--- src/kvm_map.vh ---
// Register map, key codes and state constants of the keypad monitor
`ifndef KVM_MAP_VH
`define KVM_MAP_VH
// ============================================================
// Register indices; byte address is four times the index
`define KVM_IDX_MASK 14'h0B02
`define KVM_IDX_TIME 14'h0B03
`define KVM_IDX_TOGGLE 14'h0B04
`define KVM_IDX_LANG 14'h0B05
`define KVM_IDX_STATUS 14'h0B06
`define KVM_ADDR_W 16
// ============================================================
// Reset values
`define KVM_MASK_RST 8'hFF
`define KVM_TIME_RST 16'h0023
`define KVM_TOGGLE_RST 1'b0
`define KVM_LANG_RST 1'b0
// Display time unit in milliseconds (one tick pulse)
`define KVM_TICK_MS 100
// ============================================================
// Enable mask bit positions
`define KVM_EN_REG 0
`define KVM_EN_FLAG 1
`define KVM_EN_OUT 2
`define KVM_EN_IN 3
`define KVM_EN_WREG 4
`define KVM_EN_WFLAG 5
`define KVM_EN_WOUT 6
`define KVM_EN_PERM 7
// ============================================================
// Key codes; 5'h00 to 5'h09 are the digits
`define KVM_KEY_DIGMAX 5'h09
`define KVM_KEY_REG 5'h0A
`define KVM_KEY_IO 5'h0B
`define KVM_KEY_ASSIGN 5'h0C
`define KVM_KEY_ENTER 5'h0D
`define KVM_KEY_CLEAR 5'h0E
// ============================================================
// Variable types
`define KVM_T_REG 2'h0
`define KVM_T_FLAG 2'h1
`define KVM_T_OUT 2'h2
`define KVM_T_IN 2'h3
// ============================================================
// States
`define KVM_S_IDLE 2'h0
`define KVM_S_SEL 2'h1
`define KVM_S_SHOW 2'h2
`define KVM_S_VALUE 2'h3
// Status register fields
`define KVM_ST_TIMER_LSB 16
`endif

--- src/kvm_monitor.v ---
// Keypad monitor command interpreter with APB register file
`timescale 1ns/10ps
`default_nettype none
`include "kvm_map.vh"
// Contract
// Type keys start monitor, re-select until ENTER
// One register key, number, ENTER: register
// Two register or three I/O presses: flag
// One I/O press, number, ENTER: output
// Two I/O presses, number, ENTER: input
// Monitor screen timed, then default screen
// Assign key enters value, ENTER writes it
// ENTER during display returns to default
// ENTER on default reshows last variable
// Mask eight bits, resets ones, bit0 register
// Mask bits 1-3 gate flag, output, input
// Mask bits 4-6 gate value writes
// Mask bit 7 gates permanent input display
// Disabled function keys go to key flags
// Display time 16 bits, 100 ms, resets 35
// New display time applies at next entry
// Toggle control 1 disables ENTER switching
// Language latched at next monitor launch
// Consumed keys not passed to key flags
// Timer loads, counts ticks, zero returns
// Single-cycle key strobes, odd codes ignored
module kvm_monitor (
  // Clock and reset
  input wire pclk,
  input wire presetn,
  // APB slave
  input wire psel,
  input wire penable,
  input wire pwrite,
  input wire [`KVM_ADDR_W-1:0] paddr,
  input wire [31:0] pwdata,
  output reg [31:0] prdata,
  output reg pready,
  output reg pslverr,
  // Operator panel keys and timebase
  input wire key_valid,
  input wire [4:0] key_code,
  input wire tick_100ms,
  // Monitor screen control
  output reg screen_monitor,
  output reg [1:0] var_type,
  output reg [31:0] var_number,
  output reg value_entry,
  output reg perm_display,
  output reg language,
  // Variable write request
  output reg write_strobe,
  output reg [31:0] write_value,
  // Keys handed on to the ordinary key flags
  output reg key_flag_valid,
  output reg [4:0] key_flag_code
);

  // ============================================================
  // Registers and state
  reg [7:0] monitor_enable_mask; // Function enables
  reg [15:0] monitor_display_time; // Duration in ticks
  reg screen_toggle_disable; // ENTER switching lock
  reg dialog_language_select; // 0 German, 1 English
  reg [1:0] state; // Interpreter state
  reg [1:0] sel_count; // Presses of the current type key
  reg sel_is_io; // Last type key was the I/O key
  reg [31:0] num_acc; // Digit accumulator
  reg [15:0] timer; // Display countdown
  reg have_last; // A variable has been shown
  reg [1:0] next_state;
  reg [1:0] next_type;
  reg next_consume;
  reg next_write;
  reg next_load;
  reg next_perm;
  reg next_launch;
  reg [1:0] next_count;
  reg next_is_io;

  // ============================================================
  // Key decode
  wire is_digit = key_valid && (key_code <= `KVM_KEY_DIGMAX);
  wire is_reg = key_valid && (key_code == `KVM_KEY_REG);
  wire is_io = key_valid && (key_code == `KVM_KEY_IO);
  wire is_asg = key_valid && (key_code == `KVM_KEY_ASSIGN);
  wire is_ent = key_valid && (key_code == `KVM_KEY_ENTER);
  wire is_clr = key_valid && (key_code == `KVM_KEY_CLEAR);
  // Register key cannot launch when its own enable is off, flags included;
  // flags then need the I/O key to launch, after which register presses still count
  wire reg_ok = monitor_enable_mask[`KVM_EN_REG];
  // I/O key can start if any of flag, output, input display is on
  wire io_ok = monitor_enable_mask[`KVM_EN_FLAG] |
    monitor_enable_mask[`KVM_EN_OUT] |
    monitor_enable_mask[`KVM_EN_IN];

  // Type chosen by the press sequence
  reg [1:0] seq_type;
  always @*
  begin
    seq_type = `KVM_T_REG;
    if (!sel_is_io)
      seq_type = (sel_count == 2'h2) ? `KVM_T_FLAG : `KVM_T_REG;
    else if (sel_count == 2'h1)
      seq_type = `KVM_T_OUT;
    else if (sel_count == 2'h2)
      seq_type = `KVM_T_IN;
    else
      seq_type = `KVM_T_FLAG;
  end

  // Display enable of the selected type
  reg show_en;
  always @*
  begin
    case (seq_type)
      `KVM_T_REG: show_en = monitor_enable_mask[`KVM_EN_REG];
      `KVM_T_FLAG: show_en = monitor_enable_mask[`KVM_EN_FLAG];
      `KVM_T_OUT: show_en = monitor_enable_mask[`KVM_EN_OUT];
      default: show_en = monitor_enable_mask[`KVM_EN_IN];
    endcase
  end

  // Write enable of the displayed type; input means permanent view
  reg asg_en;
  always @*
  begin
    case (var_type)
      `KVM_T_REG: asg_en = monitor_enable_mask[`KVM_EN_WREG];
      `KVM_T_FLAG: asg_en = monitor_enable_mask[`KVM_EN_WFLAG];
      `KVM_T_OUT: asg_en = monitor_enable_mask[`KVM_EN_WOUT];
      default: asg_en = monitor_enable_mask[`KVM_EN_PERM];
    endcase
  end

  // ============================================================
  // Interpreter next-state logic
  always @*
  begin
    next_state = state;
    next_type = var_type;
    next_consume = 1'b0;
    next_write = 1'b0;
    next_load = 1'b0;
    next_perm = perm_display;
    next_launch = 1'b0;
    next_count = sel_count;
    next_is_io = sel_is_io;
    case (state)
      `KVM_S_IDLE:
      begin
        // Default screen; type keys launch, ENTER reshows
        if ((is_reg && reg_ok) || (is_io && io_ok))
        begin
          next_state = `KVM_S_SEL;
          next_count = 2'h1;
          next_is_io = is_io;
          next_launch = 1'b1;
          next_consume = 1'b1;
        end
        else if (is_ent && have_last && !screen_toggle_disable)
        begin
          next_state = `KVM_S_SHOW;
          next_load = 1'b1;
          next_consume = 1'b1;
        end
      end
      `KVM_S_SEL:
      begin
        next_consume = key_valid;
        if (is_reg || is_io)
        begin
          // Same key counts up, other key restarts the count
          if (is_io == sel_is_io)
            next_count = (sel_count == (is_io ? 2'h3 : 2'h2)) ?
              2'h1 : sel_count + 2'h1;
          else
            next_count = 2'h1;
          next_is_io = is_io;
        end
        else if (is_ent)
        begin
          if (show_en)
          begin
            next_state = `KVM_S_SHOW;
            next_type = seq_type;
            next_load = 1'b1;
            next_perm = 1'b0;
          end
          else
            next_state = `KVM_S_IDLE;
        end
        else if (is_clr)
          next_state = `KVM_S_IDLE;
      end
      `KVM_S_SHOW:
      begin
        next_consume = key_valid;
        if (is_ent)
        begin
          // Early return only when switching is allowed
          if (!screen_toggle_disable)
          begin
            next_state = `KVM_S_IDLE;
            next_perm = 1'b0;
          end
        end
        else if (is_clr)
        begin
          next_state = `KVM_S_IDLE;
          next_perm = 1'b0;
        end
        else if (is_asg)
        begin
          if (!asg_en)
            next_consume = 1'b0;
          else if (var_type == `KVM_T_IN)
            next_perm = 1'b1;
          else
            next_state = `KVM_S_VALUE;
        end
        else if (!perm_display && timer == 16'h0000)
          next_state = `KVM_S_IDLE;
      end
      `KVM_S_VALUE:
      begin
        next_consume = key_valid;
        if (is_ent)
        begin
          next_write = 1'b1;
          next_state = `KVM_S_SHOW;
          next_load = 1'b1;
        end
        else if (is_clr)
          next_state = `KVM_S_IDLE;
      end
      default: next_state = `KVM_S_IDLE;
    endcase
    // A timer already at zero with no key also ends the display
    if (state == `KVM_S_SHOW && !key_valid && !perm_display &&
        timer == 16'h0000)
      next_state = `KVM_S_IDLE;
  end

  // ============================================================
  // Interpreter state, timer and outputs
  always @(posedge pclk or negedge presetn)
  begin
    if (!presetn)
    begin
      state <= `KVM_S_IDLE;
      sel_count <= 2'h0;
      sel_is_io <= 1'b0;
      num_acc <= 32'h00000000;
      timer <= 16'h0000;
      have_last <= 1'b0;
      var_type <= `KVM_T_REG;
      var_number <= 32'h00000000;
      screen_monitor <= 1'b0;
      value_entry <= 1'b0;
      perm_display <= 1'b0;
      language <= `KVM_LANG_RST;
      write_strobe <= 1'b0;
      write_value <= 32'h00000000;
      key_flag_valid <= 1'b0;
      key_flag_code <= 5'h00;
    end
    else
    begin
      state <= next_state;
      sel_count <= next_count;
      sel_is_io <= next_is_io;
      var_type <= next_type;
      perm_display <= next_perm;
      // Decimal accumulation; overflow wraps, parsing is outside
      if ((state == `KVM_S_SEL || state == `KVM_S_VALUE) && is_digit)
        num_acc <= num_acc * 32'h0000000A + {27'h0000000, key_code};
      else if (next_state != state || is_clr || is_asg)
        num_acc <= 32'h00000000;
      // Variable number fixed when ENTER selects it
      if (state == `KVM_S_SEL && next_state == `KVM_S_SHOW)
      begin
        var_number <= num_acc;
        have_last <= 1'b1;
      end
      // Language picked up only at launch
      if (next_launch)
        language <= dialog_language_select;
      // Timer reloads from the current setting on each entry
      if (next_load)
        timer <= monitor_display_time;
      else if (state == `KVM_S_SHOW && tick_100ms &&
               timer != 16'h0000)
        timer <= timer - 16'h0001;
      screen_monitor <= (next_state == `KVM_S_SHOW) ||
        (next_state == `KVM_S_VALUE);
      value_entry <= (next_state == `KVM_S_VALUE);
      write_strobe <= next_write;
      if (next_write)
        write_value <= num_acc;
      // Unused keys are handed on one cycle later
      key_flag_valid <= key_valid && !next_consume;
      if (key_valid && !next_consume)
        key_flag_code <= key_code;
    end
  end

  // ============================================================
  // APB slave; zero wait states, error on unmapped index
  wire [`KVM_ADDR_W-3:0] idx = paddr[`KVM_ADDR_W-1:2];
  wire aligned = (paddr[1:0] == 2'b00);
  wire setup = psel && !penable;
  wire wr_acc = psel && penable && pwrite && pready;
  reg hit;
  reg [31:0] rd_mux;
  always @*
  begin
    hit = aligned;
    rd_mux = 32'h00000000;
    case (idx)
      `KVM_IDX_MASK: rd_mux = {24'h000000, monitor_enable_mask};
      `KVM_IDX_TIME: rd_mux = {16'h0000, monitor_display_time};
      `KVM_IDX_TOGGLE: rd_mux = {31'h00000000, screen_toggle_disable};
      `KVM_IDX_LANG: rd_mux = {31'h00000000, dialog_language_select};
      `KVM_IDX_STATUS:
        rd_mux = {timer, 11'h000, perm_display, var_type, state};
      default: hit = 1'b0;
    endcase
  end

  // Read data and error are latched in the setup cycle
  always @(posedge pclk or negedge presetn)
  begin
    if (!presetn)
    begin
      prdata <= 32'h00000000;
      pready <= 1'b0;
      pslverr <= 1'b0;
    end
    else
    begin
      pready <= 1'b1;
      if (setup)
      begin
        prdata <= (hit && !pwrite) ? rd_mux : 32'h00000000;
        pslverr <= !hit || (pwrite && idx == `KVM_IDX_STATUS);
      end
    end
  end

  // Configuration registers
  always @(posedge pclk or negedge presetn)
  begin
    if (!presetn)
    begin
      monitor_enable_mask <= `KVM_MASK_RST;
      monitor_display_time <= `KVM_TIME_RST;
      screen_toggle_disable <= `KVM_TOGGLE_RST;
      dialog_language_select <= `KVM_LANG_RST;
    end
    else if (wr_acc && !pslverr)
    begin
      case (idx)
        `KVM_IDX_MASK: monitor_enable_mask <= pwdata[7:0];
        `KVM_IDX_TIME: monitor_display_time <= pwdata[15:0];
        `KVM_IDX_TOGGLE: screen_toggle_disable <= pwdata[0];
        `KVM_IDX_LANG: dialog_language_select <= pwdata[0];
        default: ;
      endcase
    end
  end

endmodule // kvm_monitor
`default_nettype wire

--- config.mk ---
export PLATFORM = sky130hd
export DESIGN_NAME = kvm_monitor
export DESIGN_NICKNAME = d
export VERILOG_FILES = /design/src/kvm_monitor.v
export VERILOG_INCLUDE_DIRS = /design/src /design/src/src
export SDC_FILE = /design/constraint.sdc
export NUM_CORES = 1
export LEC_CHECK = 0
export ABC_CLOCK_PERIOD_IN_PS = 10600
export BUFFER_PORTS_ARGS = -buffer_cell sky130_fd_sc_hd__buf_2
export CAP_MARGIN = 10
export CORE_ASPECT_RATIO = 0.5
export CORE_MARGIN = 3
export CORE_UTILIZATION = 62
export DETAILED_ROUTE_END_ITERATION = 10
export GPL_ROUTABILITY_DRIVEN = 0
export PLACE_DENSITY = 0.86
export SYNTH_ARGS = -nofsm -noshare
export SYNTH_HDL_FRONTEND = slang
export SYNTH_SLANG_ARGS = --single-unit
--- constraint.sdc ---
create_clock -name pclk -period 10.6 [get_ports pclk]
set_clock_uncertainty 0.2 [all_clocks]
set_input_delay 1.06 -clock pclk [delete_from_list [all_inputs] [get_ports pclk]]
set_output_delay 1.06 -clock pclk [all_outputs]
set_load 0.01 [all_outputs]
Word-level counts from Yosys, hierarchy flattened:

Cells that the tools add are included.
Widths: inputs -> output; s select.

* input bits: 60
* logic and storage cells: 189
* memory bits (writable): 0
* latch bits: 0
* bits in registers: 191
* output and inout bits: 111
* bits in read-only memories: 0
* memories: 0

* eq/ne operators: 34
* bitwise operators: 3
* shift operators: 0
* div/mod/pow operators: 0
* add/subtract/negate cells: 3
* mux-type cells: 64
* $lt $le $gt $ge: 1
* $mul: 1
* reductions and logical operators: 60

Operators with widths (count)
* $pmux 32 s5: 1
* $mux 32: 3
* $eq 14x12->1 const B: 5
* $mux 2: 22
* $add 32x5->32: 1
* $mul 32x3->31 const B: 1
* $mux 16: 2
* $mux 1: 28
* $logic_and 1x1->1: 26
* $eq 5x4->1 const B: 5
* $eq 2x2->1 const B: 8
* $logic_not 16->1: 1
* $reduce_bool 16->1: 1
* $sub 16x1->16 const B: 1
* $ne 4x4->1 const B: 3
* $pmux 1 s3: 4
* $ne 2x2->1 const B: 5
* $eq 2x1->1 const B: 4
* $logic_not 1->1: 8
* $logic_not 2->1: 4
* $pmux 2 s4: 1
* $reduce_and 2->1: 4
* $reduce_and 8->1: 1
* $reduce_bool 2->1: 4
* 15 further kinds: 23

Depth between registers and ports, before layout:

Gate-level depths: netlist of run 1.

* depth after elaboration: 16
* mapped depth: 13
* gate-level depth less buffers: 12

Worst setup path before layout of run 1:

No wires, ideal clock.

* path kind: register to register
* start point: reg num_acc[1]
* end point: reg num_acc[28]
* path buffers: 1
* cell stages (with the launch flop): 14
* data required time: 10.331 ns
* arrival time: 3.807 ns
* clock period less this slack: 4.076 ns
* setup slack: 6.524 ns
* path through: dfrtp_1 -> ha_1 -> ha_1 -> fa_1 -> a211o_1 -> a211o_1 -> and3_1 -> nor2_1 -> xnor2_1 -> nand4_1 -> or4_1 -> buf_2 -> or4_1 -> nand3_1

* longest elaborated chain between the ends: 3

Ends and longest elaborated chain
* start, declared: RTL line kvm_monitor.v:68 `reg [31:0] num_acc;`
* start signal, assigned: RTL line kvm_monitor.v:277 `num_acc <= num_acc * 32'h0000000A + {27'h0000000, key_code};`
* $mul 32x3->31: RTL line kvm_monitor.v:277
* $add 32x5->32: RTL line kvm_monitor.v:277
* $mux 32: RTL line kvm_monitor.v:276 `` if ((state == `KVM_S_SEL || state == `KVM_S_VALUE) && is_digit) ``

No other way between the ends.
A chain may end at the register's enable or synchronous reset.

Worst setup path after layout of run 1:

* start point: reg num_acc[1]
* end point: reg num_acc[24]

Same word-level chain as after synthesis.

==> flow_summary.yaml, run 1 <==
final_layout:
  layout_commonest_cell: "dfrtp_1"
  fin_cells: 1369
  final_core_util_pct: 73.3
  drive_above_1_share_pct: 28.2
  n_antenna_cell: 0
  syn_to_final_growth_pct: 14.1
  nNetsFinal: 1254
  fillerInstances: 1152
  regArea_mm2: 0.00479
  multi_input_area_mm2: 0.00563
  final_cell_mix: "dfrtp_1 (180), buf_2 (153), nand2_1 (100), mux2_2 (93), ha_1 (63)"
worst_setup_path:
  cp-start-kind: "flop"
  worstPathCellList: "ha_1, ha_1, fa_1, a211o_1, a211oi_2, o21ai_1, a41oi_1, xnor2_1, nand4_1, or4_1, or4_1, nand3_1"
  cp.arrival_ns: 4.86
  r2r.worst_path.cells: 12
  critPathMaxFanout: 8
  worst-setup-path-type: "flop to flop"
  rr_endpoint: "num_acc[24]"
  crit_slowest_cell: "or4_1"
  worstSetupEndpointType: "flop"
  rr_startpoint: "num_acc[1]"
  ff2ff_setup_slack_ns: 5.91
  required_ns: 10.76
  cpPeakStageDelay_ns: 0.68
sta:
  fmax_mhz: 213
  hold_viol: 0
  tns_ns: 0
  drv_slew: 0
  slew_headroom_pct: 30.8
  period_minus_slack_ns: 4.69
  rsz0062_at_grt: "false"
  setup_viol: 0
  tightest_slew_ns: 1.03
  finalCritPeriodShare_pct: 44.3
power:
  leakagePower_nw: 6.27
  cellPowerDensity_mw_per_mm2: 159
  switching_power_mw: 0.667
  vdd_drop_max_mv: 0.144
  p_comb_share_pct: 25.6
  internal-power_mw: 1.26
  p_clk_share_pct: 32.3
  p_sw_share_pct: 34.6
  pwr-share-seq_pct: 42.2
logic_synthesis:
  syn-mean-instance-area_um2: 10.7
  synth-seq-cells: 191
  ys_types: 81
  ys.warnings.count: 0
  ys.flop_type: "dfrtp_1"
  syn_inst: 995
  synth_area_mm2: 0.0107
  synth-edff-count: 0
  syn_nets: 1120
  async_flop_share_pct: 100
  synth.area.top_cells: "dfrtp_1 (42%), mux2_2 (9.8%), ha_1 (7.4%)"
  netlist.top_cell.by_area: "dfrtp_1"
  synth_top_area_share_pct: 42.3
  ys_seq_area_share_pct: 45.0
floorplanning:
  dieWidth_um: 191
  row_count: 33
  initial_utilization_pct: 64.2
  dieHeight_um: 98.7
  fp.dieArea_mm2: 0.0189
  ios: 171
  placeableCoreArea_mm2: 0.0166
global_routing:
  track_usage_pct: 28.6
  grt_pass1_vias: 8503
  grt_pass1_wl_um: 43300
  antenna_found_initial: 0
  grt_max_degree: 122
  grt_overflow: 0
hold_path:
  hp-class: "flop to flop"
  min_to: "key_flag_code[1]"
  min-delay-start: "key_flag_code[1]"
  whs_path_depth: 2
place:
  dp_cells: 1337
  numPortBuffers: 154
  dp_hpwl_um: 18900
clock_network:
  htreeDepth: 4
  ctsResizeCount: 0
  cts_sinks: 191
  clk_pin_slew_ns: 0.07
  cts_root_buffer: "clkbuf_16"
  postCtsSetupRepairBufs: 0
  cts_tree: "built"
  cts_buffers: 17
  postCtsHoldBufs: 0
  clk_path_buf_depth: 2
  insertion_delay_ns: 0.43
detailed_routing:
  wl_um: 26500
  via_count: 8603
  antenna_left: 0
  post_drt_via_cell_ratio: 6.28
  wl_per_cell_um: 19.3
  drtPass1Iterations: 5
  drc: 0
  first_iter_violations: 589
status:
  outcome: "finished, final reports clean"
job:
  max_cap_viol_count: 0
flip-flops by register name, indices dropped and copies added, names as in the netlist, 2 cells and up:
signal and cells:
key_flag_code 5, monitor_display_time 16, monitor_enable_mask 8, num_acc 32, prdata 32, sel_count 2, state 2, timer 16
var_number 32, var_type 2, write_value 32
power by group through the flow:
stage	combinational, mW	clock, mW	sequential, mW
4_1_cts	0.488	0.625	0.813
6_report	0.493	0.622	0.814
3_5_place_dp	0.474	0	0.826
3_3_place_gp	0.452	0	0.823
2_1_floorplan	0.358	0	0.810
5_1_grt	0.546	0.659	0.817
how the worst max path moves through the flow:
| stage | start | depth (start not counted) | end |
|---|---|---|---|
| 4_1_cts | num_acc[1] | 12 | num_acc[24] |
| 6_report | num_acc[1] | 12 | num_acc[24] |
| 2_1_floorplan | num_acc[1] | 13 | num_acc[28] |
| 5_1_grt | num_acc[1] | 12 | num_acc[26] |
| 3_5_place_dp | num_acc[1] | 12 | num_acc[24] |
| 3_3_place_gp | num_acc[1] | 12 | num_acc[29] |
layout make-up:
cell class	instances	share of cell area [%]
clock buffers	18	3.61
repair buffers	159	6.72
inverters	21	0.648
clock inverters	14	1.02
well taps	227	2.34
multi-input cells	739	46.3
flip-flops and latches	191	39.4
worst max-delay path: cells and delay by family, from the launching register on:
kind,cells,cell delay [ns]
XOR/XNOR,1,0.26
AND/OR/NAND/NOR,4,1.50
flip-flops,1,0.47
AO/OA/AOI/OAI,4,1.10
adder cells (fa/ha/maj),3,1.09
cell usage after synthesis (5+ instances only):
cell and instances:
dfstp_2 11, a211oi_1 6, or2_2 7, o211ai_1 18
nand3_1 23, nand2_1 100, xor2_1 19, o311ai_0 11
nand3b_1 5, xnor2_1 28, o21ai_1 7, nor2_1 37
nor3_1 20, buf_2 7, a221o_1 5, a21oi_1 36
and2_1 13, o21a_1 7, ha_1 63, clkbuf_1 36
a21o_1 13, or4_1 11, nand2b_1 6, inv_1 21
nor2b_1 10, a22o_1 32, mux2i_1 9, dfrtp_1 180
o21ai_0 48, nand4_1 12, and3_1 10, mux2_2 93
per-stage QoR:
step / setup slack [ns] / area, um^2 / power, mW / hold slack [ns]
2_1_floorplan: 6.52 / 10700 / 1.17 / 0.234
3_3_place_gp: 6.22 / 11600 / 1.27 / 0.257
3_5_place_dp: 6.04 / 11600 / 1.30 / 0.258
4_1_cts: 5.95 / 12200 / 1.92 / 0.276
5_1_grt: 5.77 / 12200 / 2.02 / 0.313
6_report: 5.91 / 12200 / 1.93 / 0.273
kinds of logic after synthesis:
| kind of cell | count (synthesis) | share of synthesized area [%] |
|---|---|---|
| AND/OR/NAND/NOR | 288 | 14.3 |
| AO/OA/AOI/OAI | 235 | 15.8 |
| flip-flops | 191 | 45.0 |
| multiplexers | 103 | 10.9 |
| adder cells (fa/ha/maj) | 65 | 7.77 |
| buffers and inverters | 65 | 2.37 |
| XOR/XNOR | 47 | 3.86 |
| other | 1 | 0.0352 |
per-layer routing:
layer | up-vias | routed length (um) | GRT usage [%]
met5 | - | 0 | 0
met4 | 0 | 609 | 8.96
met3 | 56 | 1500 | 4.48
met2 | 332 | 12800 | 48.7
met1 | 4227 | 11500 | 38.0
li1 | 3988 | - | -
Power figures use the tool's default switching activity.
==> inputs of run 2 (changes only) <==
--- a/config.mk
+++ b/config.mk
@@ -6,15 +6,15 @@
 export SDC_FILE = /design/constraint.sdc
 export NUM_CORES = 1
 export LEC_CHECK = 0
-export ABC_CLOCK_PERIOD_IN_PS = 10600
+export ABC_CLOCK_PERIOD_IN_PS = 4690
 export BUFFER_PORTS_ARGS = -buffer_cell sky130_fd_sc_hd__buf_2
 export CAP_MARGIN = 10
 export CORE_ASPECT_RATIO = 0.5
 export CORE_MARGIN = 3
-export CORE_UTILIZATION = 62
+export CORE_UTILIZATION = 57
 export DETAILED_ROUTE_END_ITERATION = 10
 export GPL_ROUTABILITY_DRIVEN = 0
-export PLACE_DENSITY = 0.86
+export PLACE_DENSITY = 0.8
 export SYNTH_ARGS = -nofsm -noshare
 export SYNTH_HDL_FRONTEND = slang
 export SYNTH_SLANG_ARGS = --single-unit
==> constraint.sdc (replaced) <==
create_clock -name pclk -period 4.69 [get_ports pclk]
set_clock_uncertainty 0.2 [all_clocks]
set_input_delay 0.469 -clock pclk [delete_from_list [all_inputs] [get_ports pclk]]
set_output_delay 0.469 -clock pclk [all_outputs]
set_load 0.01 [all_outputs]
==> flow_summary.yaml, run 2 (same netlist as run 1, synthesis figures left out) <==
status:
  outcome: "finished, violations left"
  violations: "negative hold slack"
floorplanning:
  fp.dieArea_mm2: 0.0205
  placeableCoreArea_mm2: 0.0178
  ios: 171
  dieHeight_um: 103
  row_count: 34
  dieWidth_um: 199
  initial_utilization_pct: 59.8
clock_network:
  cts_root_buffer: "clkbuf_16"
  cts_tree: "built"
  insertion_delay_ns: 0.44
  ctsResizeCount: 0
  clk_pin_slew_ns: 0.08
  postCtsHoldBufs: 0
  cts_sinks: 191
  cts_buffers: 17
  postCtsSetupRepairBufs: 0
  htreeDepth: 4
  clk_path_buf_depth: 2
detailed_routing:
  wl_per_cell_um: 19.1
  wl_um: 26300
  post_drt_via_cell_ratio: 6.25
  first_iter_violations: 610
  antenna_left: 0
  via_count: 8621
  drc: 0
  drtPass1Iterations: 6
global_routing:
  grt_max_degree: 130
  grt_pass1_wl_um: 42800
  grt_overflow: 0
  grt_pass1_vias: 8368
  antenna_found_initial: 0
  track_usage_pct: 26.2
worst_setup_path:
  endpoint: "num_acc[29]"
  rr_startpoint: "num_acc[1]"
  ff2ff_setup_slack_ns: 0.15
  startpoint: "num_acc[1]"
  path_depth: 12
  worstPathCellList: "ha_1, ha_1, fa_1, a211o_1, a211oi_2, o21ai_1, a41oi_1, xnor2_1, nand2_1, or4_1, or3_1, a32o_1"
  crit_slowest_cell: "or4_1"
  worst-setup-path-type: "flop to flop"
  cp.arrival_ns: 4.66
  required_ns: 4.81
  rr_endpoint: "num_acc[29]"
  critPathMaxFanout: 6
  cp-start-kind: "flop"
  r2r.worst_path.cells: 12
  critical-path-top-delay-family: "compound AO/OA/AOI/OAI gates"
  cpPeakStageDelay_ns: 0.64
  critPathMostFrequentCell: "ha_1"
  worstSetupEndpointType: "flop"
  worst-path-buf-inv: 0
place:
  dp_hpwl_um: 19100
  post_dp_cell_area_mm2: 0.0116
  numPortBuffers: 154
sta:
  setup_viol: 0
  rsz0062_at_grt: "false"
  hold_viol: 28
  drv_slew: 0
  slew_headroom_pct: 32.1
  tightest_slew_ns: 1.02
  tns_ns: 0
  finalCritPeriodShare_pct: 96.8
  fin_hold_ws_ns: -0.0377
  period_minus_slack_ns: 4.54
  fmax_mhz: 220
final_layout:
  fillerInstances: 1318
  fin_area_mm2: 0.0122
  drive_above_1_share_pct: 28.4
  final_core_util_pct: 68.6
  layout_commonest_cell: "dfrtp_1"
  syn_to_final_growth_pct: 14.7
  nNetsFinal: 1258
  final_cell_mix: "dfrtp_1 (180), buf_2 (153), nand2_1 (100), mux2_2 (93), ha_1 (63)"
  n_antenna_cell: 0
power:
  cellPowerDensity_mw_per_mm2: 360
  vdd_drop_max_mv: 0.282
  leakagePower_nw: 6.30
job:
  max_cap_viol_count: 0
hold_path:
  hp-class: "input pin to async pin"
==> run 2: cell count changes in the layout (fill, tap and decap cells not counted), sizes merged <==
cell      previous run  this run
clkinv               4         5
buf                158       162
inv                 27        26
bufinv               0         1
clkinvlp             4         3
==> run 2: through the flow <==
step                      power, mW  setup WS, ns  hold slack (ns)  cells
after global placement         2.89         0.361            0.255   1348
final                          4.40         0.150          -0.0377   1380
after global routing           4.63        0.0340           0.0543   1380
after detailed placement       2.94         0.246            0.263   1348
after floorplan                2.64         0.614          -0.0266    995
after CTS                      4.40         0.149           0.0247   1380
==> run 2: area by class of cell <==
class / count / area [um^2] / share of cell area [%]
clock buffer: 18 / 429 / 3.51
inverter: 21 / 78.8 / 0.645
tap: 234 / 293 / 2.40
sequential: 191 / 4790 / 39.2
timing repair buffer: 163 / 847 / 6.93
multi-input combinational: 739 / 5630 / 46.1
clock inverter: 14 / 151 / 1.24
==> run 2: report_power, final <==
group          internal, mW  switching (mW)  total, mW
combinational         0.424           0.698       1.12
sequential             1.72           0.108       1.83
clock                 0.752           0.696       1.45
total                  2.90            1.50       4.40
==> run 2: layer usage <==
layer / routed length (um) / share of wire, % / vias to the layer above / track usage [%]
met5: 0 / 0 / - / 0
met4: 400 / 1.5 / 0 / 6.37
met3: 1320 / 5.0 / 37 / 4.86
met2: 12800 / 49 / 276 / 45.3
met1: 11800 / 45 / 4303 / 34.9
li1: - / - / 4005 / -
==> run 2: worst register-to-register path: stages, from the launching register on <==
cell and delay [ns]:
dfrtp_1 0.46, ha_1 0.32, ha_1 0.27, fa_1 0.44
a211o_1 0.34, a211oi_2 0.28, o21ai_1 0.15, a41oi_1 0.28
xnor2_1 0.26, nand2_1 0.19, or4_1 0.64, or3_1 0.35
a32o_1 0.24
==> run 2: worst min-delay path by stage <==
stage | endpoint | slack, ns | cells after the start
2_1_floorplan | dialog_language_select | -0.03 | 0
3_3_place_gp | key_flag_code[1] | 0.26 | 2
3_5_place_dp | key_flag_code[3] | 0.26 | 2
4_1_cts | write_value[7] | 0.02 | 1
5_1_grt | write_value[5] | 0.05 | 1
6_report | var_number[6] | -0.04 | 1
==> inputs of run 3 (changes only) <==
--- a/config.mk
+++ b/config.mk
@@ -10,7 +10,7 @@
 export BUFFER_PORTS_ARGS = -buffer_cell sky130_fd_sc_hd__buf_2
 export CAP_MARGIN = 10
 export CORE_ASPECT_RATIO = 0.5
-export CORE_MARGIN = 3
+export CORE_MARGIN = 5
 export CORE_UTILIZATION = 57
 export DETAILED_ROUTE_END_ITERATION = 10
 export GPL_ROUTABILITY_DRIVEN = 0
==> flow_summary.yaml, run 3 (same netlist as run 1, synthesis figures left out) <==
detailed_routing:
  drtPass1Iterations: 7
  wl_per_cell_um: 18.8
  drc: 0
  post_drt_via_cell_ratio: 6.14
  first_iter_violations: 428
  wl_um: 26000
  via_count: 8508
  antenna_left: 0
global_routing:
  track_usage_pct: 24.5
  grt_pass1_wl_um: 43700
  grt_max_degree: 130
  antenna_found_initial: 0
  grt_overflow: 0
  grt_pass1_vias: 8586
place:
  post_dp_cell_area_mm2: 0.0116
  dp_hpwl_um: 19300
  pre_cts_ws_ns: 0.245
  numPortBuffers: 154
  dp_cells: 1353
worst_setup_path:
  worstPathCellList: "ha_1, ha_1, fa_1, a211o_1, a21oi_1, o211a_2, nor4b_2, nand4b_1, nor4_1, and2_1, nand2_1, o311ai_1"
  worst-path-buf-inv: 0
  critPathMostFrequentCell: "ha_1"
  required_ns: 4.82
  rr_startpoint: "num_acc[1]"
  worst-setup-path-type: "flop to flop"
  startpoint: "num_acc[1]"
  critical-path-top-delay-family: "simple AND/OR/NAND/NOR gates"
  cp-start-kind: "flop"
  cp.arrival_ns: 4.59
  critPathMaxFanout: 6
  cpPeakStageDelay_ns: 0.58
  worstSetupEndpointType: "flop"
  crit_slowest_cell: "nor4_1"
final_layout:
  fin_area_mm2: 0.0122
  n_antenna_cell: 0
  drive_above_1_share_pct: 28.6
  syn_to_final_growth_pct: 14.7
  layout_commonest_cell: "dfrtp_1"
  nNetsFinal: 1257
  fillerInstances: 1440
  final_cell_mix: "dfrtp_1 (180), buf_2 (153), nand2_1 (100), mux2_2 (93), ha_1 (63)"
  fin_cells: 1385
  final_core_util_pct: 66.4
sta:
  fmax_mhz: 224
  drv_slew: 0
  finalCritPeriodShare_pct: 95.2
  tightest_slew_ns: 0.996
  setup_viol: 0
  hold_viol: 26
  tns_ns: 0
  period_minus_slack_ns: 4.46
  setup_ws_ns: 0.227
  slew_headroom_pct: 33.6
  fin_hold_ws_ns: -0.0294
  rsz0062_at_grt: "false"
power:
  leakagePower_nw: 6.29
  total_power_mw: 4.36
  vdd_drop_max_mv: 0.262
  cellPowerDensity_mw_per_mm2: 357
clock_network:
  cts_sinks: 191
  clk_pin_slew_ns: 0.07
  postCtsSetupRepairBufs: 0
  cts_buffers: 17
  cts_tree: "built"
  clk_path_buf_depth: 2
  insertion_delay_ns: 0.43
  htreeDepth: 4
  cts_root_buffer: "clkbuf_16"
floorplanning:
  fp.dieArea_mm2: 0.0217
  dieHeight_um: 107
  placeableCoreArea_mm2: 0.0184
  ios: 171
  dieWidth_um: 203
  row_count: 35
  initial_utilization_pct: 57.9
status:
  outcome: "finished, violations left"
  violations: "negative hold slack"
job:
  max_cap_viol_count: 0
hold_path:
  hp-class: "input pin to async pin"
==> run 3: changes by cell type in the layout (fill, tap and decap cells not counted), sizes merged <==
cell      change
inv           +2
bufinv        -1
clkinv        -2
clkbuf        -1
clkinvlp      +2
buf           -1
==> run 3: final timing paths <==
| check | to | slack [ns] | depth (start not counted) |
|---|---|---|---|
| hold reg to reg | have_last | 0.28 | 1 |
| min in group pclk | monitor_display_time[10] | 0.07 | 2 |
| hold / removal | write_value[6] | -0.03 | 1 |
| setup reg to reg | num_acc[31] | 0.23 | 12 |
| max in group asynchronous | num_acc[26] | 3.24 | 2 |
| setup / recovery | num_acc[31] | 0.23 | 12 |
==> run 3: where the power goes <==
part / internal (mW) / switching (mW) / total, mW
sequential: 1.72 / 0.112 / 1.84
combinational: 0.421 / 0.694 / 1.12
clock: 0.708 / 0.706 / 1.41
total: 2.85 / 1.51 / 4.36
==> run 3: final cells by class <==
type                    instances  area (um^2)  area share [%]
flip-flops and latches        191         4790            39.2
repair buffers                162          840            6.87
well taps                     240          300            2.46
clock buffers                  17          425            3.48
multi-input cells             739         5630            46.1
clock inverters                15          150            1.23
inverters                      21         78.8           0.645
==> run 3: repair_timing <==
item / 4_1_cts / 5_1_grt
setup endpoints to repair: 0 / 5
gates resized for setup: 0 / 2
hold buffers: 0 / 0
hold endpoints to repair: 0 / 0
==> run 3: per-layer routing <==
| metal | wire [um] | share of wire (%) | vias up | global-route usage, % |
|---|---|---|---|---|
| li1 | - | - | 3998 | - |
| met5 | 0 | 0 | - | 0 |
| met1 | 11700 | 45 | 4232 | 32.5 |
| met2 | 12800 | 49 | 236 | 41.8 |
| met3 | 1080 | 4.1 | 42 | 4.11 |
| met4 | 496 | 1.9 | 0 | 7.70 |
